==> src/logic/tgc_pkg.sv <==
// tgc_pkg: constants shared by the timer gate-control block
// assumes a 32-bit classic wishbone register bus, byte addressed, word aligned
package tgc_pkg;
    // register byte offsets
    localparam logic [7:0] TGC_GATE_CTRL_OFS = 8'h00;
    localparam logic [7:0] TGC_TIMER_CTRL_OFS = 8'h04;
    localparam logic [7:0] TGC_COUNT_OFS = 8'h08;
    localparam logic [7:0] TGC_IRQ_STAT_OFS = 8'h0C;
    localparam logic [7:0] TGC_IRQ_MASK_OFS = 8'h10;
    // gate control field positions
    localparam int TGC_GE_BIT = 7;
    localparam int TGC_GATE_POLARITY_BIT = 6;
    localparam int TGC_TGL_BIT = 5;
    localparam int TGC_SPM_BIT = 4;
    localparam int TGC_ARM_BIT = 3;
    localparam int TGC_LVL_BIT = 2;
    // timer control field positions
    localparam int TGC_ON_BIT = 0;
    // interrupt status field positions
    localparam int TGC_IRQ_DONE_BIT = 0;
    localparam int TGC_IRQ_OVF_BIT = 1;
    localparam int TGC_IRQ_W = 2;
    // reset values
    localparam logic [7:0] TGC_GATE_CTRL_RST = 8'h00;
    localparam logic [15:0] TGC_COUNT_RST = 16'h0000;
    localparam logic [TGC_IRQ_W-1:0] TGC_IRQ_MASK_RST = 2'h0;
    // single-pulse acquisition states
    typedef enum logic [1:0] {
        TGC_SP_IDLE,
        TGC_SP_WAIT,
        TGC_SP_OPEN
    } tgc_sp_state_e;
endpackage

==> src/logic/tgc_gate_path.sv <==
// tgc_gate_path: gate polarity, toggle flip-flop and single-pulse acquisition
// assumes gate_in synchronous to mclk_in; controls come from the register file
`timescale 1ns/10ps
module tgc_gate_path
    import tgc_pkg::*;
(
    input wire logic mclk_in, // system clock
    input wire logic rst_n_in, // async reset, active low
    input wire logic gate_in, // raw gate source
    input wire logic gate_polarity_in, // 1: active high gate
    input wire logic gate_toggle_select_in, // toggle mode
    input wire logic single_pulse_select_in, // single-pulse mode
    input wire logic arm_set_in, // software writes a one to arm
    output logic pulse_armed_flag_out, // acquisition armed
    output logic done_pulse_out, // acquisition completed, one cycle
    output logic gate_level_out // gate as applied to the count pair
);
    logic gate_d_reg;
    logic tgl_reg;
    logic tgl_next;
    tgc_sp_state_e sp_reg;
    tgc_sp_state_e sp_next;
    logic armed_next;
    logic done_next;
    wire logic pol_gate;
    wire logic gate_rise;
    wire logic tgl_gate;
    wire logic tgl_rise;
    wire logic tgl_fall;
    logic tgl_gate_d_reg;

    // polarity turns the gate into an active-high enable
    assign pol_gate = gate_polarity_in ? gate_in : ~gate_in; // RULE_02
    assign gate_rise = gate_in & ~gate_d_reg;
    assign tgl_gate = gate_toggle_select_in ? tgl_reg : pol_gate; // RULE_03
    assign tgl_rise = tgl_gate & ~tgl_gate_d_reg;
    assign tgl_fall = ~tgl_gate & tgl_gate_d_reg;

    // toggle flip-flop flips on every gate rising edge, cleared outside toggle mode
    always_comb begin
        tgl_next = tgl_reg;
        if (!gate_toggle_select_in) begin
            tgl_next = 1'b0; // RULE_03
        end else if (gate_rise) begin
            tgl_next = ~tgl_reg; // RULE_04
        end
    end

    // single pulse: wait for active edge, open for one window, then done
    always_comb begin
        sp_next = sp_reg;
        armed_next = 1'b0;
        done_next = 1'b0;
        unique case (sp_reg)
            TGC_SP_IDLE: begin
                if (single_pulse_select_in && arm_set_in) begin
                    sp_next = TGC_SP_WAIT; // RULE_06
                end
            end
            TGC_SP_WAIT: begin
                if (tgl_rise) begin
                    sp_next = TGC_SP_OPEN;
                end
            end
            TGC_SP_OPEN: begin
                if (tgl_fall) begin
                    sp_next = TGC_SP_IDLE; // RULE_06
                    done_next = 1'b1;
                end
            end
        endcase
        if (!single_pulse_select_in) begin
            sp_next = TGC_SP_IDLE; // RULE_07
            done_next = 1'b0;
        end
        armed_next = (sp_next != TGC_SP_IDLE);
    end

    // state and output registers
    always_ff @(posedge mclk_in or negedge rst_n_in) begin
        if (!rst_n_in) begin
            gate_d_reg <= 1'b0;
            tgl_reg <= 1'b0;
            tgl_gate_d_reg <= 1'b0;
            sp_reg <= TGC_SP_IDLE;
            pulse_armed_flag_out <= 1'b0;
            done_pulse_out <= 1'b0;
            gate_level_out <= 1'b0;
        end else begin
            gate_d_reg <= gate_in;
            tgl_reg <= tgl_next;
            tgl_gate_d_reg <= tgl_gate;
            sp_reg <= sp_next;
            pulse_armed_flag_out <= armed_next;
            done_pulse_out <= done_next;
            // single-pulse logic takes over the gate when selected
            gate_level_out <= single_pulse_select_in ? (sp_next == TGC_SP_OPEN) : tgl_gate; // RULE_05
        end
    end
endmodule // tgc_gate_path

==> src/logic/tgc_top.sv <==
// tgc_top: timer gate control with a 16-bit count register pair
// assumes a classic wishbone master, 32-bit data, gate input synchronous to mclk_in
// What this block does
// RULE_01: gate enable ignored while timer off; when on and set, gate governs counting
// RULE_02: polarity set counts while gate high; clear counts while gate low
// RULE_03: toggle bit routes gate through flip-flop; clearing it clears the flip-flop
// RULE_04: in toggle mode the flip-flop flips on each gate rising edge
// RULE_05: single-pulse bit hands the gate to acquisition logic; clear disables it
// RULE_06: software arms acquisition by setting the flag; hardware clears it when done
// RULE_07: clearing single-pulse mode clears the armed flag, abandoning acquisition
// RULE_08: gate level status shows the applied gate, independent of gate enable
// RULE_09: gate control bits 7..2 as listed, bits 1-0 read as zero
// RULE_10: timer on with gate enable clear counts every clock
`timescale 1ns/10ps
module tgc_top
    import tgc_pkg::*;
(
    input wire logic mclk_in, // 100 MHz system clock
    input wire logic rst_n_in, // async reset, active low
    input wire logic gate_in, // gate source
    input wire logic wb_cyc_in, // wishbone cycle
    input wire logic wb_stb_in, // wishbone strobe
    input wire logic wb_we_in, // wishbone write enable
    input wire logic [7:0] wb_adr_in, // wishbone byte address
    input wire logic [3:0] wb_sel_in, // wishbone byte selects
    input wire logic [31:0] wb_dat_in, // wishbone write data
    output logic [31:0] wb_dat_out, // wishbone read data
    output logic wb_ack_out, // wishbone acknowledge
    output logic wb_err_out, // unmapped address answer
    output logic irq_out, // level interrupt
    output logic count_en_out, // timer counts this cycle
    output logic [15:0] count_register_pair_out // timer count value
);
    logic gate_enable_reg;
    logic gate_polarity_reg;
    logic gate_toggle_select_reg;
    logic single_pulse_select_reg;
    logic timer_on_reg;
    logic [15:0] count_reg;
    logic [TGC_IRQ_W-1:0] irq_stat_reg;
    logic [TGC_IRQ_W-1:0] irq_mask_reg;
    logic [TGC_IRQ_W-1:0] irq_stat_next;
    logic [31:0] rd_data_next;
    logic pulse_armed_flag;
    logic done_pulse;
    logic gate_level_status;
    wire logic req;
    wire logic wr;
    wire logic hit_gc;
    wire logic hit_tc;
    wire logic hit_cnt;
    wire logic hit_st;
    wire logic hit_mk;
    wire logic mapped;
    wire logic arm_set;
    wire logic count_en;
    wire logic overflow;
    wire logic [7:0] gate_ctrl_view;
    wire logic [TGC_IRQ_W-1:0] irq_events;

    // bus decode; one access per request, ack drops the cycle after
    assign req = wb_cyc_in & wb_stb_in & ~wb_ack_out & ~wb_err_out;
    assign wr = req & wb_we_in & wb_sel_in[0];
    assign hit_gc = (wb_adr_in == TGC_GATE_CTRL_OFS);
    assign hit_tc = (wb_adr_in == TGC_TIMER_CTRL_OFS);
    assign hit_cnt = (wb_adr_in == TGC_COUNT_OFS);
    assign hit_st = (wb_adr_in == TGC_IRQ_STAT_OFS);
    assign hit_mk = (wb_adr_in == TGC_IRQ_MASK_OFS);
    assign mapped = hit_gc | hit_tc | hit_cnt | hit_st | hit_mk;
    assign arm_set = wr & hit_gc & wb_dat_in[TGC_ARM_BIT]; // RULE_06

    // gate control view: status bits live, bits 1-0 zero
    assign gate_ctrl_view = {gate_enable_reg, gate_polarity_reg, gate_toggle_select_reg,
                             single_pulse_select_reg, pulse_armed_flag,
                             gate_level_status, 2'b00}; // RULE_09

    // count qualification
    assign count_en = timer_on_reg & (~gate_enable_reg | gate_level_status); // RULE_01 RULE_10
    assign overflow = count_en & (count_reg == 16'hFFFF);
    assign irq_events = {overflow, done_pulse};

    // gate polarity, toggle and single-pulse logic
    tgc_gate_path u_gate_path (
        .mclk_in(mclk_in),
        .rst_n_in(rst_n_in),
        .gate_in(gate_in),
        .gate_polarity_in(gate_polarity_reg),
        .gate_toggle_select_in(gate_toggle_select_reg),
        .single_pulse_select_in(single_pulse_select_reg),
        .arm_set_in(arm_set),
        .pulse_armed_flag_out(pulse_armed_flag),
        .done_pulse_out(done_pulse),
        .gate_level_out(gate_level_status) // RULE_08
    );

    // sticky status: a new event wins over a write-one clear
    always_comb begin
        irq_stat_next = irq_stat_reg;
        if (wr && hit_st) begin
            irq_stat_next = irq_stat_reg & ~wb_dat_in[TGC_IRQ_W-1:0];
        end
        irq_stat_next = irq_stat_next | irq_events;
    end

    // read mux
    always_comb begin
        rd_data_next = 32'h0000_0000;
        if (hit_gc) begin
            rd_data_next[7:0] = gate_ctrl_view;
        end else if (hit_tc) begin
            rd_data_next[TGC_ON_BIT] = timer_on_reg;
        end else if (hit_cnt) begin
            rd_data_next[15:0] = count_reg;
        end else if (hit_st) begin
            rd_data_next[TGC_IRQ_W-1:0] = irq_stat_reg;
        end else if (hit_mk) begin
            rd_data_next[TGC_IRQ_W-1:0] = irq_mask_reg;
        end
    end

    // bus answer registers
    always_ff @(posedge mclk_in or negedge rst_n_in) begin
        if (!rst_n_in) begin
            wb_ack_out <= 1'b0;
            wb_err_out <= 1'b0;
            wb_dat_out <= 32'h0000_0000;
        end else begin
            wb_ack_out <= req & mapped;
            wb_err_out <= req & ~mapped;
            wb_dat_out <= (req & ~wb_we_in) ? rd_data_next : 32'h0000_0000;
        end
    end

    // gate control fields
    always_ff @(posedge mclk_in or negedge rst_n_in) begin
        if (!rst_n_in) begin
            gate_enable_reg <= TGC_GATE_CTRL_RST[TGC_GE_BIT];
            gate_polarity_reg <= TGC_GATE_CTRL_RST[TGC_GATE_POLARITY_BIT];
            gate_toggle_select_reg <= TGC_GATE_CTRL_RST[TGC_TGL_BIT];
            single_pulse_select_reg <= TGC_GATE_CTRL_RST[TGC_SPM_BIT];
        end else if (wr && hit_gc) begin
            gate_enable_reg <= wb_dat_in[TGC_GE_BIT];
            gate_polarity_reg <= wb_dat_in[TGC_GATE_POLARITY_BIT];
            gate_toggle_select_reg <= wb_dat_in[TGC_TGL_BIT];
            single_pulse_select_reg <= wb_dat_in[TGC_SPM_BIT];
        end
    end

    // timer control and mask
    always_ff @(posedge mclk_in or negedge rst_n_in) begin
        if (!rst_n_in) begin
            timer_on_reg <= 1'b0;
            irq_mask_reg <= TGC_IRQ_MASK_RST;
        end else begin
            if (wr && hit_tc) begin
                timer_on_reg <= wb_dat_in[TGC_ON_BIT];
            end
            if (wr && hit_mk) begin
                irq_mask_reg <= wb_dat_in[TGC_IRQ_W-1:0];
            end
        end
    end

    // count register pair: software write loads, otherwise counts when enabled
    always_ff @(posedge mclk_in or negedge rst_n_in) begin
        if (!rst_n_in) begin
            count_reg <= TGC_COUNT_RST;
        end else if (wr && hit_cnt) begin
            count_reg <= wb_dat_in[15:0];
        end else if (count_en) begin
            count_reg <= count_reg + 16'h0001; // RULE_01
        end
    end

    // interrupt status and registered outputs
    always_ff @(posedge mclk_in or negedge rst_n_in) begin
        if (!rst_n_in) begin
            irq_stat_reg <= '0;
            irq_out <= 1'b0;
            count_en_out <= 1'b0;
            count_register_pair_out <= TGC_COUNT_RST;
        end else begin
            irq_stat_reg <= irq_stat_next;
            irq_out <= |(irq_stat_next & irq_mask_reg);
            count_en_out <= count_en;
            count_register_pair_out <= (wr && hit_cnt) ? wb_dat_in[15:0]
                                     : (count_en ? count_reg + 16'h0001 : count_reg);
        end
    end
endmodule // tgc_top

==> config.mk <==
export PLATFORM = sky130hd
export DESIGN_NAME = tgc_top
export DESIGN_NICKNAME = d
export VERILOG_FILES = /design/src/logic/tgc_pkg.sv /design/src/logic/tgc_gate_path.sv /design/src/logic/tgc_top.sv
export SDC_FILE = /design/constraint.sdc
export NUM_CORES = 1
export LEC_CHECK = 0
export BUFFER_PORTS_ARGS = -buffer_cell sky130_fd_sc_hd__buf_2
export CAP_MARGIN = 40
export CELL_PAD_IN_SITES_DETAIL_PLACEMENT = 0
export CELL_PAD_IN_SITES_GLOBAL_PLACEMENT = 2
export CORE_MARGIN = 3
export CORE_UTILIZATION = 31
export DETAILED_ROUTE_END_ITERATION = 12
export PLACE_DENSITY = 0.92
export SETUP_SLACK_MARGIN = 0.15
export SLEW_MARGIN = 15
export SYNTH_ARGS = -nofsm -noshare
export SYNTH_HDL_FRONTEND = slang
export SYNTH_HIERARCHICAL = 1
export SYNTH_SLANG_ARGS = --single-unit
==> constraint.sdc <==
create_clock -name mclk_in -period 6 [get_ports mclk_in]
set_input_delay 0.3 -clock mclk_in [delete_from_list [all_inputs] [get_ports mclk_in]]
set_output_delay 0.3 -clock mclk_in [all_outputs]
set_load 0.01 [all_outputs]
After elaboration in Yosys (flattened, before gate mapping)
Cells that the tools add are included.
{"block": "op_classes", "addsub": 1, "multipliers": 0, "n_div": 0, "magnitude_cmp": 0, "n_eq_ne": 9, "shift": 0, "mux": 25, "n_bitwise": 34, "reduce_logical": 11}
{"cell": "$mux 16", "n": 3}
{"cell": "$add 16x1->16 const B", "n": 1}
{"cell": "$eq 16x16->1 const B", "n": 1}
{"cell": "$eq 8x4->1 const B", "n": 2}
{"cell": "$mux 2", "n": 8}
{"cell": "$mux 8", "n": 2}
{"cell": "$and 1x1->1", "n": 15}
{"cell": "$mux 15", "n": 1}
{"cell": "$mux 14", "n": 1}
{"cell": "$not 1->1", "n": 10}
{"cell": "$mux 1", "n": 9}
{"cell": "$eq 8x3->1 const B", "n": 1}
{"cell": "$eq 8x5->1 const B", "n": 1}
{"cell": "$logic_not 8->1", "n": 1}
{"cell": "$logic_and 1x1->1", "n": 6}
{"cell": "$pmux 2 s3", "n": 1}
{"cell": "$or 1x1->1", "n": 5}
{"cell": "$and 2x2->2", "n": 2}
{"cell": "$eq 2x2->1 const B", "n": 2}
{"cell": "$reduce_bool 2->1", "n": 2}
{"cell": "$eq 2x1->1 const B", "n": 1}
{"cell": "$logic_not 2->1", "n": 1}
{"cell": "$ne 2x1->1 const B", "n": 1}
{"cell": "$not 2->2", "n": 1}
{"cell": "other kinds (2)", "n": 2}
{"block": "totals", "regBits": 53, "latch_bits": 0, "mem_bits_rw": 0, "rom_bits": 0, "wordCells": 100, "mem_count": 0}

Depth between registers and ports, before layout
{"block": "logic_depth", "word_depth": 13, "depth_mapped": 7, "mapped_depth_nobuf": 7}

By module
Netlist, hierarchy kept.
{"mod": "tgc_top", "n_inst": 1, "cells_each": 211, "area_each_um2": 2223.4}
{"mod": "tgc_gate_path", "n_inst": 1, "cells_each": 36, "area_each_um2": 399.1}

Worst setup path after synthesis
Ideal clock, no wire load.
{"block": "synth_path", "kind": "input -> register", "startpoint": "input wb_adr_in[4]", "endpoint": "register u_gate_path.gate_level_out", "setup_time_ps": 132, "arrival_ps": 2014, "t_required_ps": 5868, "slack_ps": 3854, "stages": 7, "path_buffers": 0, "cell_sequence": "or4_4 > nor4_4 > and3_1 > nand2_1 > a211oi_1 > o311a_4 > o32ai_2"}
{"block": "synth_between", "elab_chain_cells": 9}
{"item": "start: declaration", "line": "tgc_top.sv:24", "rtl": "input wire logic [7:0] wb_adr_in,"}
{"item": "$logic_not 8->1", "line": "tgc_top.sv:64", "rtl": "assign hit_gc = (wb_adr_in == TGC_GATE_CTRL_OFS);"}
{"item": "$and 1x1->1 (2 in series)", "line": "tgc_top.sv:70", "rtl": "assign arm_set = wr & hit_gc & wb_dat_in[TGC_ARM_BIT];"}
{"item": "named net arm_set", "line": "tgc_top.sv:55", "rtl": "wire logic arm_set;"}
{"item": "$logic_and 1x1->1", "line": "tgc_gate_path.sv:56", "rtl": "if (single_pulse_select_in && arm_set_in) begin"}
{"item": "$mux 2", "line": "tgc_gate_path.sv:56"}
{"item": "$pmux 2 s3", "line": "tgc_gate_path.sv:54", "rtl": "unique case (sp_reg)"}
{"item": "$mux 2", "line": "tgc_gate_path.sv:72", "rtl": "if (!single_pulse_select_in) begin"}
{"item": "named net u_gate_path.sp_next[0]", "line": "tgc_gate_path.sv:22", "rtl": "tgc_sp_state_e sp_next;"}
{"item": "$eq 2x2->1", "line": "tgc_gate_path.sv:97", "rtl": "gate_level_out <= single_pulse_select_in ? (sp_next == TGC_SP_OPEN) : tgl_gate;"}
{"item": "$mux 1", "line": "tgc_gate_path.sv:97"}
{"item": "end signal: assignment", "line": "tgc_gate_path.sv:97"}
{"item": "end: declaration", "line": "tgc_gate_path.sv:16", "rtl": "output logic gate_level_out"}
The timed path passes the listed nets, and every way through them passes these cells.
A chain may end at the register's enable or synchronous reset.

Worst setup path after layout
{"block": "layout_path", "startpoint": "register wb_err_out", "endpoint": "register u_gate_path.gate_level_out"}
{"block": "layout_between", "elab_chain_cells": 12}
{"item": "start: declaration", "line": "tgc_top.sv:29", "rtl": "output logic wb_err_out,"}
{"item": "start signal: assignment", "line": "tgc_top.sv:129", "rtl": "wb_err_out <= req & ~mapped;"}
{"item": "$not 1->1", "line": "tgc_top.sv:62", "rtl": "assign req = wb_cyc_in & wb_stb_in & ~wb_ack_out & ~wb_err_out;"}
{"item": "$and 1x1->1", "line": "tgc_top.sv:62"}
{"item": "$and 1x1->1 (2 in series)", "line": "tgc_top.sv:63", "rtl": "assign wr = req & wb_we_in & wb_sel_in[0];"}
{"item": "$and 1x1->1 (2 in series)", "line": "tgc_top.sv:70"}
{"item": "named net arm_set", "line": "tgc_top.sv:55"}
{"item": "$logic_and 1x1->1", "line": "tgc_gate_path.sv:56"}
{"item": "$mux 2", "line": "tgc_gate_path.sv:56"}
{"item": "$pmux 2 s3", "line": "tgc_gate_path.sv:54"}
{"item": "$mux 2", "line": "tgc_gate_path.sv:72"}
{"item": "named net u_gate_path.sp_next[0]", "line": "tgc_gate_path.sv:22"}
{"item": "$eq 2x2->1", "line": "tgc_gate_path.sv:97"}
{"item": "$mux 1", "line": "tgc_gate_path.sv:97"}
The timed path passes the listed nets, and every way through them passes these cells.

==> run_results.csv <==
group,metric,value,unit
floorplan,start_util,32.91,%
sta,setup_tns,0,ns
worst_setup_path,reg2reg_to,"u_gate_path/gate_level_out",
synthesis,synth_simple_gate_area_share,20.99,%
worst_setup_path,end_kind,"flip-flop",
place,port-buffer-count,66,
drt,drc,0,
drt,wl_per_cell,14.55,um
grt,grt_pass1_wl,10020,um
run_status,status,"completed",
floorplan,ioPinCount,102,
synthesis,synth.yosys.seq_area_share,50.57,%
synthesis,syn_avg_cell_area,10.62,um^2
pwr,power.internal,526.4,uW
sta,min_period_over_period,39.14,%
sta,max-slew-margin-rel,44.65,%
finish,final_common_cell,"buf_2",
synthesis,syn_area,0.002623,mm^2
synthesis,synth-xor-area-share,5.677,%
synthesis,syn_inst,247,
synthesis,synth_fa_ha_area_share,1.431,%
worst_setup_path,worstSetupPathType,"reg2reg",
sta,rsz0062_at_grt,"false",
floorplan,die_width,97.98,um
worst_setup_path,crit_fanout,6,
floorplan,core,0.007968,mm^2
worst_setup_path,path_delay_family,"simple AND/OR/NAND/NOR gates",
synthesis,ys.flop_type,"dfrtp_1",
worst_setup_path,critical_path_buf_inv_count,0,
cts,cts.sinks,53,
sta,finalSetupViolCount,0,
cts,cts_buffers,5,
floorplan,rows,32,
worst_setup_path,reg2reg_from,"wb_err_out",
synthesis,async_flop_share,100.0,%
finish,drive_above_1_share,29.94,%
worst_setup_path,worst_path_largest_cell_delay,0.47,ns
worst_setup_path,crit_start,"wb_err_out",
drt,firstDrtPassIters,4,
grt,grt_max_degree,54,
sta,max_freq,425.8,MHz
sta,tightest_slew,0.8226,ns
synthesis,synth_top_cell_area_share,50.57,%
worst_setup_path,required,6.18,ns
cts,htreeDepth,2,
cts,cts-root-buf,"clkbuf_8",
finish,reg_top3,"count_register_pair_out: 16 flops, wb_dat_out: 16 flops",
worst_setup_path,r2r_slack,3.65,ns
floorplan,die_y,97.98,um
drt,drt_iter0_drc,79,
place,post-place-ws,3.423,ns
pwr,comb_power_share,18.2,%
worst_setup_path,cp-start-kind,"flip-flop",
place,placed_area,0.003000,mm^2
pwr,p_clk_share,27.6,%
worst_setup_path,crit_path_top_delay_cell,"nor4_4",
pwr,sw_frac_of_total,30.05,%
grt,overflow,0,
synthesis,synth_top_family_by_area,"simple AND/OR/NAND/NOR gates",
cts,clk_pin_slew_worst_paths,0.10,ns
min_path,hold_path_class,"in2async",
grt,globalRouteTotalUtil,12.67,%
grt,grt_pass1_vias,2001,
cts,clk_latency,0.30,ns
sta,worst_slack,3.651,ns
finish,final_area,0.003090,mm^2
sta,clock_skew,0.01015,ns
synthesis,yosysWarnings,6,
grt,antenna_found_initial,0,
sta,drv_slew,0,
pwr,p_leak,1.485,nW
pwr,p_sw,226.2,uW
synthesis,synth-edff-count,0,
pwr,p_per_area,243.5,mW/mm^2
sta,period_needed,2.349,ns
drt,wirelength,6054,um
pwr,irDropWorstVdd,0.1049,mV
drt,viasPerCell,4.827,
cts,cts_buffer_depth,2,
pwr,seq_power_share,54.3,%
synthesis,synth.area.top_cells,"dfrtp_1, buf_4, nor2_1, a21oi_1, mux2_2",
synthesis,synthMuxAreaShare,3.817,%
drt,postRouteAntennaNets,0,
synthesis,yosysUniqueCellTypes,47,
worst_setup_path,worstPathArrival,2.53,ns
drt,vias,2008,
cts,hold_buffers,0,
finish,antennaDiodeCount,0,
synthesis,synth_compound_area_share,10.59,%
place,dpl.hpwl,4384,um
cts,cts_tree,"built",
finish,area_growth,17.84,%
cts,cts_resized,0,
run,drv_cap,0,
finish,final_cell_mix,"buf_2, dfrtp_1, nor2_1, a21oi_1, conb_1",
place,place_congestion,0.7735,
cts,cts_setup_buffers,0,
finish,nets,367,
floorplan,dieArea,0.009599,mm^2
worst_setup_path,reg2reg_depth,7,
synthesis,ys_ff_latch,53,
synthesis,yosys.area.top_type,"dfrtp_1",
sta,hold_violations,0,
worst_setup_path,path_cells,"nand4bb_1 > nor4_4 > and3_1 > nand2_1 > a211oi_1 > o311a_4 > o32ai_2",
Yosys cell counts (all sizes together) (2+ instances only):
master	instances
nor4	5
nor2	26
xnor2	10
nand3	7
inv	7
nand2b	2
nor3	6
xor2	7
a21oi	18
clkbuf	4
or2	4
o21ai	2
a21o	2
mux2	8
dfrtp	53
and3	5
buf	19
ha	3
nand4	7
nor3b	2
nand2	13
and2	9
nand3b	3
a22o	7
worst max path at each step:
| stage | to | slack [ns] | depth (start not counted) |
|---|---|---|---|
| after floorplan | u_gate_path/gate_level_out | 3.85 | 7 |
| after detailed placement | u_gate_path/gate_level_out | 3.42 | 8 |
| after global routing | u_gate_path/gate_level_out | 3.52 | 7 |
| final | u_gate_path/gate_level_out | 3.65 | 7 |
| after global placement | u_gate_path/gate_level_out | 3.50 | 8 |
| after CTS | u_gate_path/gate_level_out | 3.64 | 7 |
layer usage:
layer | GRT usage [%] | part of all wire, %
met5 | 0 | 0
met4 | 2.343 | 0.26
met3 | 3.643 | 7.5
met2 | 20.16 | 46
met1 | 17.40 | 46
power by group through the flow:
stage	clock, mW	sequential [mW]	combinational, mW
2_1_floorplan	0	0.418	0.0809
3_3_place_gp	0	0.415	0.135
3_5_place_dp	0	0.416	0.137
4_1_cts	0.217	0.408	0.138
5_1_grt	0.228	0.413	0.153
6_report	0.207	0.408	0.137
kinds of logic (layout without fill, tap and decap cells):
family | after synthesis | in the layout
xor+xnor | 17 | 17
flops | 53 | 53
buf+inv | 30 | 82
compound gates | 39 | 39
fa+ha+maj | 3 | 3
mux | 9 | 9
simple gates | 95 | 95
other cells | 1 | 16
through the flow:
stage | instances | utilization [%] | total power, mW | hold slack (ns)
2_1_floorplan | 262 | - | 0.4986 | 0.004409
3_5_place_dp | 409 | 37.66 | 0.5523 | 0.4407
4_1_cts | 416 | 38.79 | 0.7632 | 0.1286
3_3_place_gp | 409 | 37.66 | 0.5499 | 0.4380
5_1_grt | 416 | 38.79 | 0.7940 | 0.1317
6_report | 416 | 38.79 | 0.7526 | 0.1131
area by class of cell:
cell class	instances	area, um^2
Clock buffer	6	82.58
Clock inverter	1	7.507
Fill cell	804	4877
Inverter	7	26.28
Multi-Input combinational cell	179	1175
Sequential cell	53	1326
Tap cell	102	127.6
Timing Repair Buffer	68	345.3
Note: power is estimated with default switching activity, not from simulation.
